`src/core/amrf_pkg.sv`:
```
package amrf_pkg;

  // ****************************************************************
  // register indices, byte address is four times the index
  // ****************************************************************
  localparam logic [9:0] IDX_RESULT_LOW   = 10'h078;
  localparam logic [9:0] IDX_RESULT_HIGH  = 10'h079;
  localparam logic [9:0] IDX_INPUT_SELECT = 10'h07C;
  localparam logic [9:0] IDX_IRQ_STATUS   = 10'h080;
  localparam logic [9:0] IDX_IRQ_MASK     = 10'h081;
  localparam logic [9:0] IDX_CONV_STATUS  = 10'h082;
  localparam int         ADDR_WIDTH       = 12;

  // ****************************************************************
  // field positions and reset values
  // ****************************************************************
  localparam int         SEL_REF_MSB      = 7;
  localparam int         SEL_REF_LSB      = 6;
  localparam int         SEL_LEFT_ADJUST  = 5;
  localparam int         SEL_CHAN_MSB     = 4;
  localparam int         SEL_CHAN_LSB     = 0;
  localparam int         STAT_DONE        = 0;
  localparam int         CSTAT_BUSY       = 0;
  localparam int         CSTAT_LOCKED     = 1;
  localparam logic [7:0] RST_INPUT_SELECT = 8'h00;
  localparam logic [0:0] RST_IRQ_MASK     = 1'h0;
  localparam logic [9:0] RST_RESULT       = 10'h000;

  // ****************************************************************
  // channel code boundaries
  // ****************************************************************
  localparam logic [4:0] CH_SINGLE_LAST   = 5'h07;
  localparam logic [4:0] CH_GAIN_LAST     = 5'h0F;
  localparam logic [4:0] CH_NEG1_LAST     = 5'h17;
  localparam logic [4:0] CH_NEG2_LAST     = 5'h1D;
  localparam logic [4:0] CH_BANDGAP       = 5'h1E;
  localparam logic [4:0] CH_GROUND        = 5'h1F;

  // ****************************************************************
  // axi responses
  // ****************************************************************
  localparam logic [1:0] RESP_OKAY        = 2'h0;
  localparam logic [1:0] RESP_SLVERR      = 2'h2;

  typedef enum logic [1:0] {
    REF_EXTERNAL_PIN = 2'b00,
    REF_ANALOG_SUPPLY = 2'b01,
    REF_INTERNAL_1V1 = 2'b10,
    REF_INTERNAL_2V56 = 2'b11
  } amrf_ref_type;

  typedef enum logic [1:0] {
    GAIN_1X   = 2'b00,
    GAIN_10X  = 2'b01,
    GAIN_200X = 2'b10
  } amrf_gain_type;

  typedef enum logic [0:0] {
    CONV_IDLE = 1'b0,
    CONV_BUSY = 1'b1
  } amrf_conv_state_type;

  typedef struct packed {
    logic          differential;
    logic          bandgap;
    logic          ground;
    logic [2:0]    positive;
    logic [2:0]    negative;
    amrf_gain_type gain;
  } amrf_chan_type;

  typedef struct packed {
    amrf_ref_type  reference;
    amrf_chan_type channel;
  } amrf_select_type;

endpackage : amrf_pkg

```
`src/core/amrf_top.sv`:
```
`timescale 1ns/10ps
`default_nettype none

// Contract
// RQ1 - single-ended result is unsigned ten-bit code
// RQ2 - differential result is two's complement code
// RQ3 - bit nine of differential result is sign
// RQ4 - result registers valid when done flag high
// RQ5 - two-bit field picks converter reference
// RQ6 - selection writes wait until conversion completes
// RQ7 - adjust bit selects left or right presentation
// RQ8 - adjust change reformats stored result immediately
// RQ9 - codes zero-seven single inputs, bandgap, ground
// RQ10 - remaining codes select differential pairs and gains
// RQ11 - software uses 2.56V reference with gain
// RQ12 - byte layout for left and right adjust
// RQ13 - low read blocks updates until high read
// RQ14 - done flag set when result registers update; code also sets it on a completion that the low-read lock discards
// RQ15 - selection captured into working copy at start
module amrf_top
  import amrf_pkg::*;
#(
  parameter int RESULT_WIDTH = 10
) (
  input  wire logic                    clk_sys,
  input  wire logic                    rst_n,
  input  wire logic [ADDR_WIDTH-1:0]   s_axi_awaddr,
  input  wire logic                    s_axi_awvalid,
  output logic                         s_axi_awready,
  input  wire logic [31:0]             s_axi_wdata,
  input  wire logic [3:0]              s_axi_wstrb,
  input  wire logic                    s_axi_wvalid,
  output logic                         s_axi_wready,
  output logic [1:0]                   s_axi_bresp,
  output logic                         s_axi_bvalid,
  input  wire logic                    s_axi_bready,
  input  wire logic [ADDR_WIDTH-1:0]   s_axi_araddr,
  input  wire logic                    s_axi_arvalid,
  output logic                         s_axi_arready,
  output logic [31:0]                  s_axi_rdata,
  output logic [1:0]                   s_axi_rresp,
  output logic                         s_axi_rvalid,
  input  wire logic                    s_axi_rready,
  input  wire logic                    conv_start,
  input  wire logic                    core_done,
  input  wire logic [RESULT_WIDTH-1:0] core_code,
  output amrf_select_type              work_select,
  output logic                         conv_busy,
  output logic                         irq
);

  // ****************************************************************
  // elaboration check
  // ****************************************************************
  if (RESULT_WIDTH != 10) begin : g_width_check
    $error("amrf_top serves a ten-bit result only");
  end
  if (ADDR_WIDTH != 12) begin : g_addr_check
    $error("amrf_top decodes a twelve-bit byte address only");
  end

  // ****************************************************************
  // helper functions
  // ****************************************************************
  function automatic amrf_chan_type decode_channel(input logic [4:0] code);
    amrf_chan_type c;
    c = '0;
    if (code <= CH_SINGLE_LAST) begin
      c.positive = code[2:0];
    end else if (code <= CH_GAIN_LAST) begin
      // bit 2 picks the pair, bit 1 the gain
      c.differential = 1'b1;
      c.negative     = {1'b0, code[2], 1'b0};
      c.positive     = {1'b0, code[2], code[0]};
      c.gain         = code[1] ? GAIN_200X : GAIN_10X;
    end else if (code <= CH_NEG1_LAST) begin
      c.differential = 1'b1;
      c.negative     = 3'h1;
      c.positive     = code[2:0];
    end else if (code <= CH_NEG2_LAST) begin
      c.differential = 1'b1;
      c.negative     = 3'h2;
      c.positive     = code[2:0];
    end else if (code == CH_BANDGAP) begin
      c.bandgap = 1'b1;
    end else begin
      c.ground = 1'b1;
    end
    return c;
  endfunction : decode_channel

  function automatic logic [7:0] result_byte(input logic [9:0] r, input logic left,
                                             input logic high);
    logic [15:0] word;
    word = left ? {r, 6'h00} : {6'h00, r};
    return high ? word[15:8] : word[7:0];
  endfunction : result_byte

  function automatic logic [9:0] word_index(input logic [ADDR_WIDTH-1:0] a);
    return a[ADDR_WIDTH-1:2];
  endfunction : word_index

  function automatic logic is_mapped(input logic [9:0] idx);
    case (idx)
      IDX_INPUT_SELECT, IDX_IRQ_STATUS, IDX_IRQ_MASK,
      IDX_RESULT_LOW, IDX_RESULT_HIGH, IDX_CONV_STATUS: return 1'b1;
      default: return 1'b0;
    endcase
  endfunction : is_mapped

  // ****************************************************************
  // state
  // ****************************************************************
  logic [7:0]          input_select_q;
  logic [9:0]          result_q;
  logic                locked_q;
  logic                done_flag_q;
  logic                irq_mask_q;
  amrf_conv_state_type state_q;
  amrf_select_type     work_q;
  logic                sel_we;
  logic                mask_we;
  logic                status_we;
  logic                low_read;
  logic                high_read;
  logic                aw_held_q;
  logic                w_held_q;
  logic [9:0]          aw_index_q;
  logic [31:0]         wdata_q;
  logic [3:0]          wstrb_q;
  logic                bvalid_q;
  logic [1:0]          bresp_q;
  logic                rvalid_q;
  logic [1:0]          rresp_q;
  logic [31:0]         rdata_q;
  logic                wr_fire;
  logic                rd_fire;
  logic [9:0]          rd_index;
  amrf_select_type     sel_live;
  logic                finish;
  logic [9:0]          coded;
  logic                done_clear;

  // ****************************************************************
  // axi write channels
  // ****************************************************************
  // a taken channel waits for its partner; a pending response blocks both
  assign s_axi_awready = !aw_held_q && !bvalid_q;
  assign s_axi_wready  = !w_held_q && !bvalid_q;
  assign s_axi_bvalid  = bvalid_q;
  assign s_axi_bresp   = bresp_q;
  assign wr_fire       = aw_held_q && w_held_q && !bvalid_q;

  always_ff @(posedge clk_sys or negedge rst_n) begin
    if (!rst_n) begin
      aw_held_q  <= 1'b0;
      aw_index_q <= 10'h000;
    end else if (s_axi_awvalid && s_axi_awready) begin
      aw_held_q  <= 1'b1;
      aw_index_q <= word_index(s_axi_awaddr);
    end else if (wr_fire) begin
      aw_held_q  <= 1'b0;
    end
  end

  always_ff @(posedge clk_sys or negedge rst_n) begin
    if (!rst_n) begin
      w_held_q <= 1'b0;
      wdata_q  <= 32'h0000_0000;
      wstrb_q  <= 4'h0;
    end else if (s_axi_wvalid && s_axi_wready) begin
      w_held_q <= 1'b1;
      wdata_q  <= s_axi_wdata;
      wstrb_q  <= s_axi_wstrb;
    end else if (wr_fire) begin
      w_held_q <= 1'b0;
    end
  end

  always_ff @(posedge clk_sys or negedge rst_n) begin
    if (!rst_n) begin
      bvalid_q <= 1'b0;
      bresp_q  <= RESP_OKAY;
    end else if (wr_fire) begin
      bvalid_q <= 1'b1;
      bresp_q  <= is_mapped(aw_index_q) ? RESP_OKAY : RESP_SLVERR;
    end else if (s_axi_bready) begin
      bvalid_q <= 1'b0;
    end
  end

  // ****************************************************************
  // software registers
  // ****************************************************************
  // lane zero carries every field of these byte-wide registers
  assign sel_we    = wr_fire && aw_index_q == IDX_INPUT_SELECT && wstrb_q[0];
  assign mask_we   = wr_fire && aw_index_q == IDX_IRQ_MASK && wstrb_q[0];
  assign status_we = wr_fire && aw_index_q == IDX_IRQ_STATUS && wstrb_q[0];

  always_ff @(posedge clk_sys or negedge rst_n) begin
    if (!rst_n) begin
      input_select_q <= RST_INPUT_SELECT;
    end else if (sel_we) begin
      input_select_q <= wdata_q[7:0];
    end
  end

  always_ff @(posedge clk_sys or negedge rst_n) begin
    if (!rst_n) begin
      irq_mask_q <= RST_IRQ_MASK;
    end else if (mask_we) begin
      irq_mask_q <= wdata_q[STAT_DONE];
    end
  end

  assign done_clear = status_we && wdata_q[STAT_DONE];

  // ****************************************************************
  // selection decode and working copy
  // ****************************************************************
  assign sel_live.reference = amrf_ref_type'(input_select_q[SEL_REF_MSB:SEL_REF_LSB]); // [RQ5]
  assign sel_live.channel   =
    decode_channel(input_select_q[SEL_CHAN_MSB:SEL_CHAN_LSB]); // [RQ9] [RQ10]

  assign finish = (state_q == CONV_BUSY) && core_done;

  always_ff @(posedge clk_sys or negedge rst_n) begin
    if (!rst_n) begin
      state_q <= CONV_IDLE;
    end else begin
      case (state_q)
        CONV_IDLE: begin
          if (conv_start) begin
            state_q <= CONV_BUSY;
          end
        end
        CONV_BUSY: begin
          if (core_done) begin
            state_q <= CONV_IDLE;
          end
        end
        default: state_q <= CONV_IDLE;
      endcase
    end
  end

  // idle: follow register; busy: frozen until completion
  always_ff @(posedge clk_sys or negedge rst_n) begin
    if (!rst_n) begin
      work_q <= '0;
    end else if (state_q == CONV_IDLE) begin
      work_q <= sel_live; // [RQ15] [RQ6]
    end
  end

  // driven from the flops so the far side never sees a decode glitch
  assign work_select = work_q; // [RQ6] [RQ15]
  assign conv_busy   = (state_q == CONV_BUSY);

  // ****************************************************************
  // result capture and done flag
  // ****************************************************************
  // core gives offset binary for differential; flip msb to two's complement
  assign coded = work_q.channel.differential
                 ? {~core_code[9], core_code[8:0]} // [RQ2] [RQ3]
                 : core_code; // [RQ1]

  always_ff @(posedge clk_sys or negedge rst_n) begin
    if (!rst_n) begin
      result_q <= RST_RESULT;
    end else if (finish && (!locked_q || high_read) && !low_read) begin
      // a low read on this edge keeps the old pair together
      result_q <= coded; // [RQ4] [RQ13]
    end
  end

  always_ff @(posedge clk_sys or negedge rst_n) begin
    if (!rst_n) begin
      done_flag_q <= 1'b0;
    end else if (finish) begin
      // completion wins over a clear on the same edge
      done_flag_q <= 1'b1; // [RQ14]
    end else if (done_clear) begin
      done_flag_q <= 1'b0;
    end
  end

  // level output, drops once the flag is cleared or masked
  assign irq = done_flag_q && irq_mask_q;

  // ****************************************************************
  // axi read channel
  // ****************************************************************
  assign s_axi_arready = !rvalid_q;
  assign s_axi_rvalid  = rvalid_q;
  assign s_axi_rdata   = rdata_q;
  assign s_axi_rresp   = rresp_q;
  assign rd_fire       = s_axi_arvalid && !rvalid_q;
  assign rd_index      = word_index(s_axi_araddr);
  assign low_read      = rd_fire && rd_index == IDX_RESULT_LOW;
  assign high_read     = rd_fire && rd_index == IDX_RESULT_HIGH;

  // lock and read data both act on the accepting edge
  always_ff @(posedge clk_sys or negedge rst_n) begin
    if (!rst_n) begin
      locked_q <= 1'b0;
    end else if (high_read) begin
      locked_q <= 1'b0; // [RQ13]
    end else if (low_read) begin
      locked_q <= 1'b1; // [RQ13]
    end
  end

  always_ff @(posedge clk_sys or negedge rst_n) begin
    if (!rst_n) begin
      rvalid_q <= 1'b0;
      rdata_q  <= 32'h0000_0000;
      rresp_q  <= RESP_OKAY;
    end else if (rd_fire) begin
      rvalid_q <= 1'b1;
      rresp_q  <= is_mapped(rd_index) ? RESP_OKAY : RESP_SLVERR;
      rdata_q  <= 32'h0000_0000;
      case (rd_index)
        IDX_INPUT_SELECT: rdata_q[7:0] <= input_select_q;
        IDX_RESULT_LOW: // [RQ7] [RQ8] [RQ12]
          rdata_q[7:0] <= result_byte(result_q, input_select_q[SEL_LEFT_ADJUST], 1'b0);
        IDX_RESULT_HIGH: // [RQ7] [RQ8] [RQ12]
          rdata_q[7:0] <= result_byte(result_q, input_select_q[SEL_LEFT_ADJUST], 1'b1);
        IDX_IRQ_STATUS: rdata_q[STAT_DONE] <= done_flag_q;
        IDX_IRQ_MASK: rdata_q[STAT_DONE] <= irq_mask_q;
        IDX_CONV_STATUS: begin
          rdata_q[CSTAT_BUSY]   <= conv_busy;
          rdata_q[CSTAT_LOCKED] <= locked_q;
        end
        default: rdata_q[7:0] <= 8'h00;
      endcase
    end else if (s_axi_rready) begin
      rvalid_q <= 1'b0;
    end
  end

endmodule : amrf_top

`default_nettype wire

```
`config.mk`:
```
export PLATFORM = sky130hd
export DESIGN_NAME = amrf_top
export DESIGN_NICKNAME = d
export VERILOG_FILES = /design/src/core/amrf_pkg.sv /design/src/core/amrf_top.sv
export SDC_FILE = /design/constraint.sdc
export NUM_CORES = 1
export LEC_CHECK = 0
export BUFFER_PORTS_ARGS = -buffer_cell sky130_fd_sc_hd__buf_2
export CAP_MARGIN = 10
export CELL_PAD_IN_SITES_DETAIL_PLACEMENT = 0
export CELL_PAD_IN_SITES_GLOBAL_PLACEMENT = 2
export CORE_MARGIN = 10
export CORE_UTILIZATION = 26
export DETAILED_ROUTE_END_ITERATION = 10
export GPL_ROUTABILITY_DRIVEN = 0
export GPL_TIMING_DRIVEN = 1
export PLACE_DENSITY = 0.75
export SLEW_MARGIN = 20
export SYNTH_ARGS = -nofsm -noshare
export SYNTH_HDL_FRONTEND = slang
export SYNTH_SLANG_ARGS = --single-unit
```
`constraint.sdc`:
```
create_clock -name clk_sys -period 4.3 [get_ports clk_sys]
set_input_delay 0.86 -clock clk_sys [delete_from_list [all_inputs] [get_ports clk_sys]]
set_output_delay 0.86 -clock clk_sys [all_outputs]
set_load 0.005 [all_outputs]
```
==> qor.yml, run 1 <==
synthesis:
  netlist.top_cell.by_area: "dfrtp_1"
  syn_area_sq_um: 3240
  yosysMostFrequentCell: "dfrtp_1"
  yosys_warnings: 0
  ys_ff_latch: 67
  synth_cell_type_count: 41
  yosys_most_used_dff: "dfrtp_1"
  ys_seq_area_share_pct: 51.8
  avgSynthCellArea_sq_um: 11.1
  synth.top_cell.area_share_pct: 51.8
  ys_top_cells_by_area: "dfrtp_1, mux2_2, buf_4"
  syn_inst: 291
  async_reset_ff_share_pct: 100
  synth_edf_count: 0
  synth_common_cells: "dfrtp_1, mux2_2, nand2_1"
worst_setup_path:
  critPathArrivalTime_ns: 2.85
  cp.required_ns: 4.51
  endpoint_kind: "flop"
  crit_fanout: 10
  crit_type: "in -> reg"
  worstSetupStartpointType: "input port"
pwr:
  p_sw_uw: 512
  seq_power_share_pct: 47.1
  clock_power_share_pct: 34.4
  switching_share_pct: 27.3
  combPwrFrac_pct: 18.4
  powerDensity_nw_per_um2: 477
  vdd_ir_drop_max_mv: 0.288
  leakagePower_nw: 1.88
  p_int_mw: 1.36
timing:
  hold_violations: 0
  setup_viol: 0
  clock.fmax_mhz: 379
  setup_tns_ns: 0
  timing.final.crit_period_ns: 2.64
  timing.final.ws_setup_ns: 1.66
  worstMarginPinSlew_ns: 0.850
  slew_headroom_pct: 43.3
  drv_slew: 0
  rsz0062_at_grt: "false"
  clock_skew_ns: 0.00465
  timing.final.crit_share_pct: 61.4
clock_network:
  cts_resized: 0
  cts_buffers: 9
  hold_buffers: 0
  cts_buffer_depth: 2
  tritoncts: "built"
  cts.htree.levels: 3
  insertion_delay_ns: 0.33
  root_buffer: "clkbuf_16"
  clkTransAtPathRegs_ns: 0.05
  clock-sinks: 67
  post_cts_buffers: 0
placement:
  numPortBuffers: 76
  place_ws_ns: 1.31
  hpwlAfterDp_mm: 6.38
job:
  drv_cap: 0
min_path:
  hp-class: "reg -> reg"
floorplanning:
  initial_core_util_pct: 26.7
  rows: 40
  chipHeight_um: 132
  core_sq_um: 12100
  die_area_sq_um: 17300
  io_pins: 135
  die_width_um: 132
cells_and_area:
  fin_nets: 446
  synthToLayoutAreaGrowth_pct: 21.7
  diodes: 0
  n_fill_cell: 1264
  drive_above_1_share_pct: 36.3
routing:
  drt_first_pass_iters: 4
  vias: 2320
  routed_wl_mm: 8.22
  drt_iter0_markers: 103
  drc: 0
  wl_per_cell_um: 15.3
  ant_nets: 0
  viasPerCell: 4.32
global_routing:
  grt_max_degree: 39
  grt_pass1_wl_mm: 13.3
  grt_util_all_layers_pct: 9.57
  grt_pass1_vias: 2422
  grt_antenna_before_repair: 0
  grt.overflow.total: 0
outcome:
  outcome: "finished, final reports clean"
per-layer routing:
metal / share of wire, % / vias up / global-route usage [%]
li1: - / 1122 / -
met4: 1.9 / 0 / 3.71
met5: 0 / - / 0
met2: 43 / 90 / 13.9
met1: 47 / 1096 / 11.9
met3: 8.2 / 12 / 4.69
sequential cells by signal, indices dropped and copies added, names as in the netlist, 8 cells and up:
name and cells:
work_select 12, aw_index_q 10, result_q 10, input_select_q 8, s_axi_rdata 8, wdata_q 8
cells in the final DEF (no fill, tap or decap), drive strengths merged, types with 2 or more instances in the layout:
| cell type | n |
|---|---|
| a22oi | 4 |
| a21o | 3 |
| conb | 27 |
| buf | 77 |
| nand2b | 3 |
| inv | 8 |
| a21oi | 5 |
| or4 | 2 |
| and2 | 3 |
| a22o | 6 |
| o21ai | 24 |
| nor2b | 3 |
| nand3 | 6 |
| clkinv | 2 |
| nand4 | 3 |
| a211oi | 2 |
| nor3 | 2 |
| or2 | 2 |
| nor2 | 14 |
| clkbuf | 10 |
| nor4 | 5 |
| mux2i | 6 |
| dfrtp | 67 |
| nand3b | 3 |
| o31ai | 2 |
| nand2 | 29 |
| mux2 | 40 |
path summary, 6_finish.rpt:
check                                       from  depth (start not counted)              to  slack, ns
worst max-delay path            s_axi_araddr[11]                          6     result_q[6]       1.66
worst min-delay path              work_select[9]                          2  work_select[9]       0.48
worst max register to register      s_axi_rvalid                          4     result_q[6]       2.14
worst min register to register    work_select[9]                          2  work_select[9]       0.48
max in group asynchronous                  rst_n                          2   aw_index_q[0]       2.74
min in group asynchronous                  rst_n                          1   aw_index_q[4]       0.64
through the flow:
step / cells / total power, mW / cell area [sq um] / hold WS [ns] / utilization [%]
2_1_floorplan: 317 / 1.13 / 3330 / 0.473 / -
3_3_place_gp: 524 / 1.23 / 3680 / 0.463 / 30.4
3_5_place_dp: 524 / 1.25 / 3680 / 0.471 / 30.4
4_1_cts: 537 / 1.90 / 3940 / 0.484 / 32.5
5_1_grt: 537 / 1.99 / 3940 / 0.510 / 32.5
6_report: 537 / 1.88 / 3940 / 0.480 / 32.5
critical path, cell delays in order:
cell	delay, ns
buf_2	0.10
or2_4	0.26
or4_4	0.51
o31a_1	0.27
a211o_1	0.48
mux2_4	0.38
power by group through the flow:
stage               clock, mW  sequential (mW)  combinational [mW]
floorplan                   0            0.855               0.278
global placement            0            0.890               0.343
detailed placement          0            0.895               0.351
finish                  0.646            0.884               0.346
CTS                     0.667            0.886               0.352
global route            0.698            0.906               0.388
kinds of logic after synthesis:
family,Yosys count,share of synthesized area [%]
flip-flops,67,51.8
AO/OA/AOI/OAI,54,10.6
other,1,0.116
buffers and inverters,46,8.70
multiplexers,46,16.9
XOR/XNOR,1,0.271
AND/OR/NAND/NOR,76,11.5
area by class of cell:
cell class | count | area (sq um) | area share (%)
clock buffer | 10 | 239 | 6.07
clock inverter | 3 | 17.5 | 0.445
inverter | 8 | 30.0 | 0.763
multi-input combinational | 204 | 1380 | 34.9
sequential | 67 | 1680 | 42.6
tap | 168 | 210 | 5.34
timing repair buffer | 77 | 388 | 9.85
No activity file was read; power rests on OpenSTA's default activity.
==> run 2, diff against run 1 <==
--- a/config.mk
+++ b/config.mk
@@ -5,16 +5,17 @@
 export SDC_FILE = /design/constraint.sdc
 export NUM_CORES = 1
 export LEC_CHECK = 0
+export ABC_AREA = 1
 export BUFFER_PORTS_ARGS = -buffer_cell sky130_fd_sc_hd__buf_2
 export CAP_MARGIN = 10
 export CELL_PAD_IN_SITES_DETAIL_PLACEMENT = 0
 export CELL_PAD_IN_SITES_GLOBAL_PLACEMENT = 2
 export CORE_MARGIN = 10
-export CORE_UTILIZATION = 26
+export CORE_UTILIZATION = 24
 export DETAILED_ROUTE_END_ITERATION = 10
 export GPL_ROUTABILITY_DRIVEN = 0
 export GPL_TIMING_DRIVEN = 1
-export PLACE_DENSITY = 0.75
+export PLACE_DENSITY = 0.77
 export SLEW_MARGIN = 20
 export SYNTH_ARGS = -nofsm -noshare
 export SYNTH_HDL_FRONTEND = slang
==> constraint.sdc (replaced) <==
create_clock -name clk_sys -period 2.22 [get_ports clk_sys]
set_input_delay 0.444 -clock clk_sys [delete_from_list [all_inputs] [get_ports clk_sys]]
set_output_delay 0.444 -clock clk_sys [all_outputs]
set_load 0.005 [all_outputs]
==> run 2 against run 1 <==
  * Synthesized cell count rose by 42%
  * Count of clock-buffer cells in the layout shrank 1
  * Register-to-register slack worse by 1.5 ns
  * Sequential cell count unchanged
  * Sequential share of layout area down 2.7 points
  * Critical endpoint is now result_q[9]
  * Largest power group unchanged
==> qor.yml, run 2 <==
clock_network:
  cts_buffer_depth: 2  # unchanged
  clock-sinks: 67  # unchanged
  post_cts_buffers: 0  # unchanged
  insertion_delay_ns: 0.33  # about the same
  hold_buffers: 0  # unchanged
  cts.htree.levels: 3  # unchanged
  tritoncts: "built"
  cts_buffers: 9  # unchanged
  cts_resized: 0  # unchanged
  clkTransAtPathRegs_ns: 0.05  # about the same
  root_buffer: "clkbuf_16"
cells_and_area:
  final_cell_mix: "nand2_1, buf_2, dfrtp_1"
  layout_commonest_cell: "nand2_1"
  synthToLayoutAreaGrowth_pct: 22.4
  largest_reg_flops: 12  # unchanged
  final_cells: 680  # +27%
  seqCellArea_sq_um: 1680  # unchanged
  drive_above_1_share_pct: 24.2  # -12 points
  n_fill_cell: 1499  # +19%
  design_area_sq_um: 4200  # +6.8%
  fin_nets: 574  # +29%
  multiInputGateArea_sq_um: 1450  # +5.3%
  diodes: 0  # unchanged
worst_setup_path:
  worstSetupStartpointType: "flop"
  path_common_cell: "nand2_1"
  slowest_delay_ns: 0.38  # -0.13 ns
  endpoint_kind: "flop"
  crit_type: "reg -> reg"
  cp_num_buf_inv: 2  # +1
  crit_fanout: 11  # +1
  critPathArrivalTime_ns: 1.80  # -1.05 ns
  startpoint: "s_axi_rvalid"
  r2r_start: "s_axi_rvalid"
  cp.required_ns: 2.47  # -2.04 ns
  cp_slowest_cell: "dfrtp_1"
  crit_family: "simple AND/OR/NAND/NOR gates"
  critical_path.cell_chain: "inv_1 -> nand2_1 -> nor2_2 -> nand3_1 -> nand2_1 -> inv_2 -> nand2_1 -> nand2_1 -> o21ai_2"
timing:
  setup_viol: 0  # unchanged
  rsz0062_at_grt: "false"
  clock.fmax_mhz: 644
  timing.final.crit_period_ns: 1.55
  drv_slew: 0  # unchanged
  clock_skew_ns: 0.00608  # +0.00143 ns
  timing.final.crit_share_pct: 69.9
  timing.final.ws_setup_ns: 0.667  # -0.992 ns
  hold_ws_ns: 0.132  # -0.348 ns
  setup_tns_ns: 0  # unchanged
  worstMarginPinSlew_ns: 0.514  # -0.337 ns
  hold_violations: 0  # unchanged
  slew_headroom_pct: 65.7  # +22 points
synthesis:
  syn_inst: 414  # +42%
  netlist.top_cell.by_area: "dfrtp_1"
  synth_edf_count: 0  # unchanged
  syn_area_sq_um: 3430  # +6.1%
  synth.top_cell.area_share_pct: 48.8  # -3.0 points
  ys_ff_latch: 67  # unchanged
  synth_common_cells: "nand2_1, dfrtp_1, nand3_1, nor2_1, inv_1"
  async_reset_ff_share_pct: 100  # unchanged
  yosys_warnings: 0  # unchanged
  synth_cell_type_count: 31  # -24%
  ys_top_cells_by_area: "dfrtp_1, nand2_1, buf_4"
  yosys_most_used_dff: "dfrtp_1"
  ys_seq_area_share_pct: 48.8  # -3.0 points
  avgSynthCellArea_sq_um: 8.30  # -25%
  yosysMostFrequentCell: "nand2_1"
job:
  drv_cap: 0  # unchanged
pwr:
  seq_power_share_pct: 45.5  # -1.6 points
  p_int_mw: 2.58  # +89%
  switching_share_pct: 31.0  # +3.8 points
  p_sw_mw: 1.16  # +130%
  clock_power_share_pct: 34.1  # -0.3 points
  combPwrFrac_pct: 20.4  # +2.0 points
  leakagePower_nw: 2.21  # +17%
  powerDensity_nw_per_um2: 891  # +87%
  vdd_ir_drop_max_mv: 0.456  # +58%
routing:
  ant_nets: 0  # unchanged
  wl_per_cell_um: 13.8  # -9.7%
  vias: 2865  # +23%
  viasPerCell: 4.21  # -2.5%
  routed_wl_mm: 9.40  # +14%
  drt_first_pass_iters: 4  # unchanged
  drt_iter0_markers: 128  # +24%
  drc: 0  # unchanged
floorplanning:
  rows: 43  # +7.5%
  chipHeight_um: 140  # +6.1%
  die_width_um: 140  # +6.1%
  io_pins: 135  # unchanged
  die_area_sq_um: 19500  # +13%
  core_sq_um: 13900  # +15%
  initial_core_util_pct: 24.6  # -2.1 points
outcome:
  outcome: "finished, final reports clean"
global_routing:
  grt.overflow.total: 0  # unchanged
  grt_pass1_wl_mm: 15.3  # +15%
  grt_util_all_layers_pct: 9.59  # +0.023 points
  grt_max_degree: 68  # +74%
  grt_antenna_before_repair: 0  # unchanged
  grt_pass1_vias: 3010  # +24%
min_path:
  hp-class: "in -> async"
placement:
  numPortBuffers: 76  # unchanged
  placed_area_sq_um: 3930  # +6.9%
  dpl.cell_count: 664  # +27%
  hpwlAfterDp_mm: 7.38  # +16%
  place_ws_ns: 0.377  # -0.935 ns
-- run 2: cell type report --
class | count | area share, %
clock buffer | 9 | 5.36
clock inverter | 7 | 1.07
timing repair buffer | 82 | 10.4
inverter | 39 | 3.48
sequential | 67 | 39.9
tap | 180 | 5.36
multi-input combinational | 296 | 34.4
-- run 2: metal layers --
metal | global-route usage, % | vias up | wire, um
li1 | - | 1450 | -
met1 | 11.8 | 1324 | 4250
met2 | 15.1 | 74 | 4400
met3 | 2.82 | 17 | 527
met4 | 4.46 | 0 | 218
met5 | 0 | - | 0
-- run 2: power by group through the flow --
| stage | Sequential [mW] | Clock [mW] | Combinational [mW] |
|---|---|---|---|
| floorplan | 1.67 | 0 | 0.565 |
| global route | 1.75 | 1.38 | 0.879 |
| global placement | 1.72 | 0 | 0.756 |
| CTS | 1.71 | 1.33 | 0.783 |
| detailed placement | 1.73 | 0 | 0.779 |
| finish | 1.70 | 1.28 | 0.764 |
-- run 2: through the flow --
step           total power, mW  utilization (%)
2_1_floorplan             2.23                -
3_3_place_gp              2.48             28.2
3_5_place_dp              2.51             28.2
4_1_cts                   3.82             30.2
5_1_grt                   4.01             30.2
6_report                  3.75             30.2
-- run 2: worst register-to-register path, cell delays in order, from the launching register on --
cell and delay [ns]:
dfrtp_1 0.38, inv_1 0.08, nand2_1 0.10, nor2_2 0.14
nand3_1 0.10, nand2_1 0.09, inv_2 0.09, nand2_1 0.31
nand2_1 0.11, o21ai_2 0.07
-- run 2: path summary, 6_finish.rpt --
path                             endpoint  slack [ns]  cells after the start
setup / recovery              result_q[9]        0.67                      9
min in group clk_sys         s_axi_bvalid        0.29                      2
setup reg to reg              result_q[9]        0.67                      9
hold / removal             work_select[0]        0.13                      2
max in group asynchronous  s_axi_rdata[7]        1.80                      2
hold reg to reg            s_axi_rdata[5]        0.47                      2
-- run 2: cell families (layout without fill, tap and decap cells) --
kind of cell,after synthesis,in the layout,synth area share [%]
buffers and inverters,77,137,11.9
DFF,67,67,48.8
and+or+nand+nor,212,212,27.4
other,1,27,0.109
AOI/OAI and AO/OA,41,41,6.67
xor gates and xnor gates,1,1,0.255
muxes,15,15,4.92
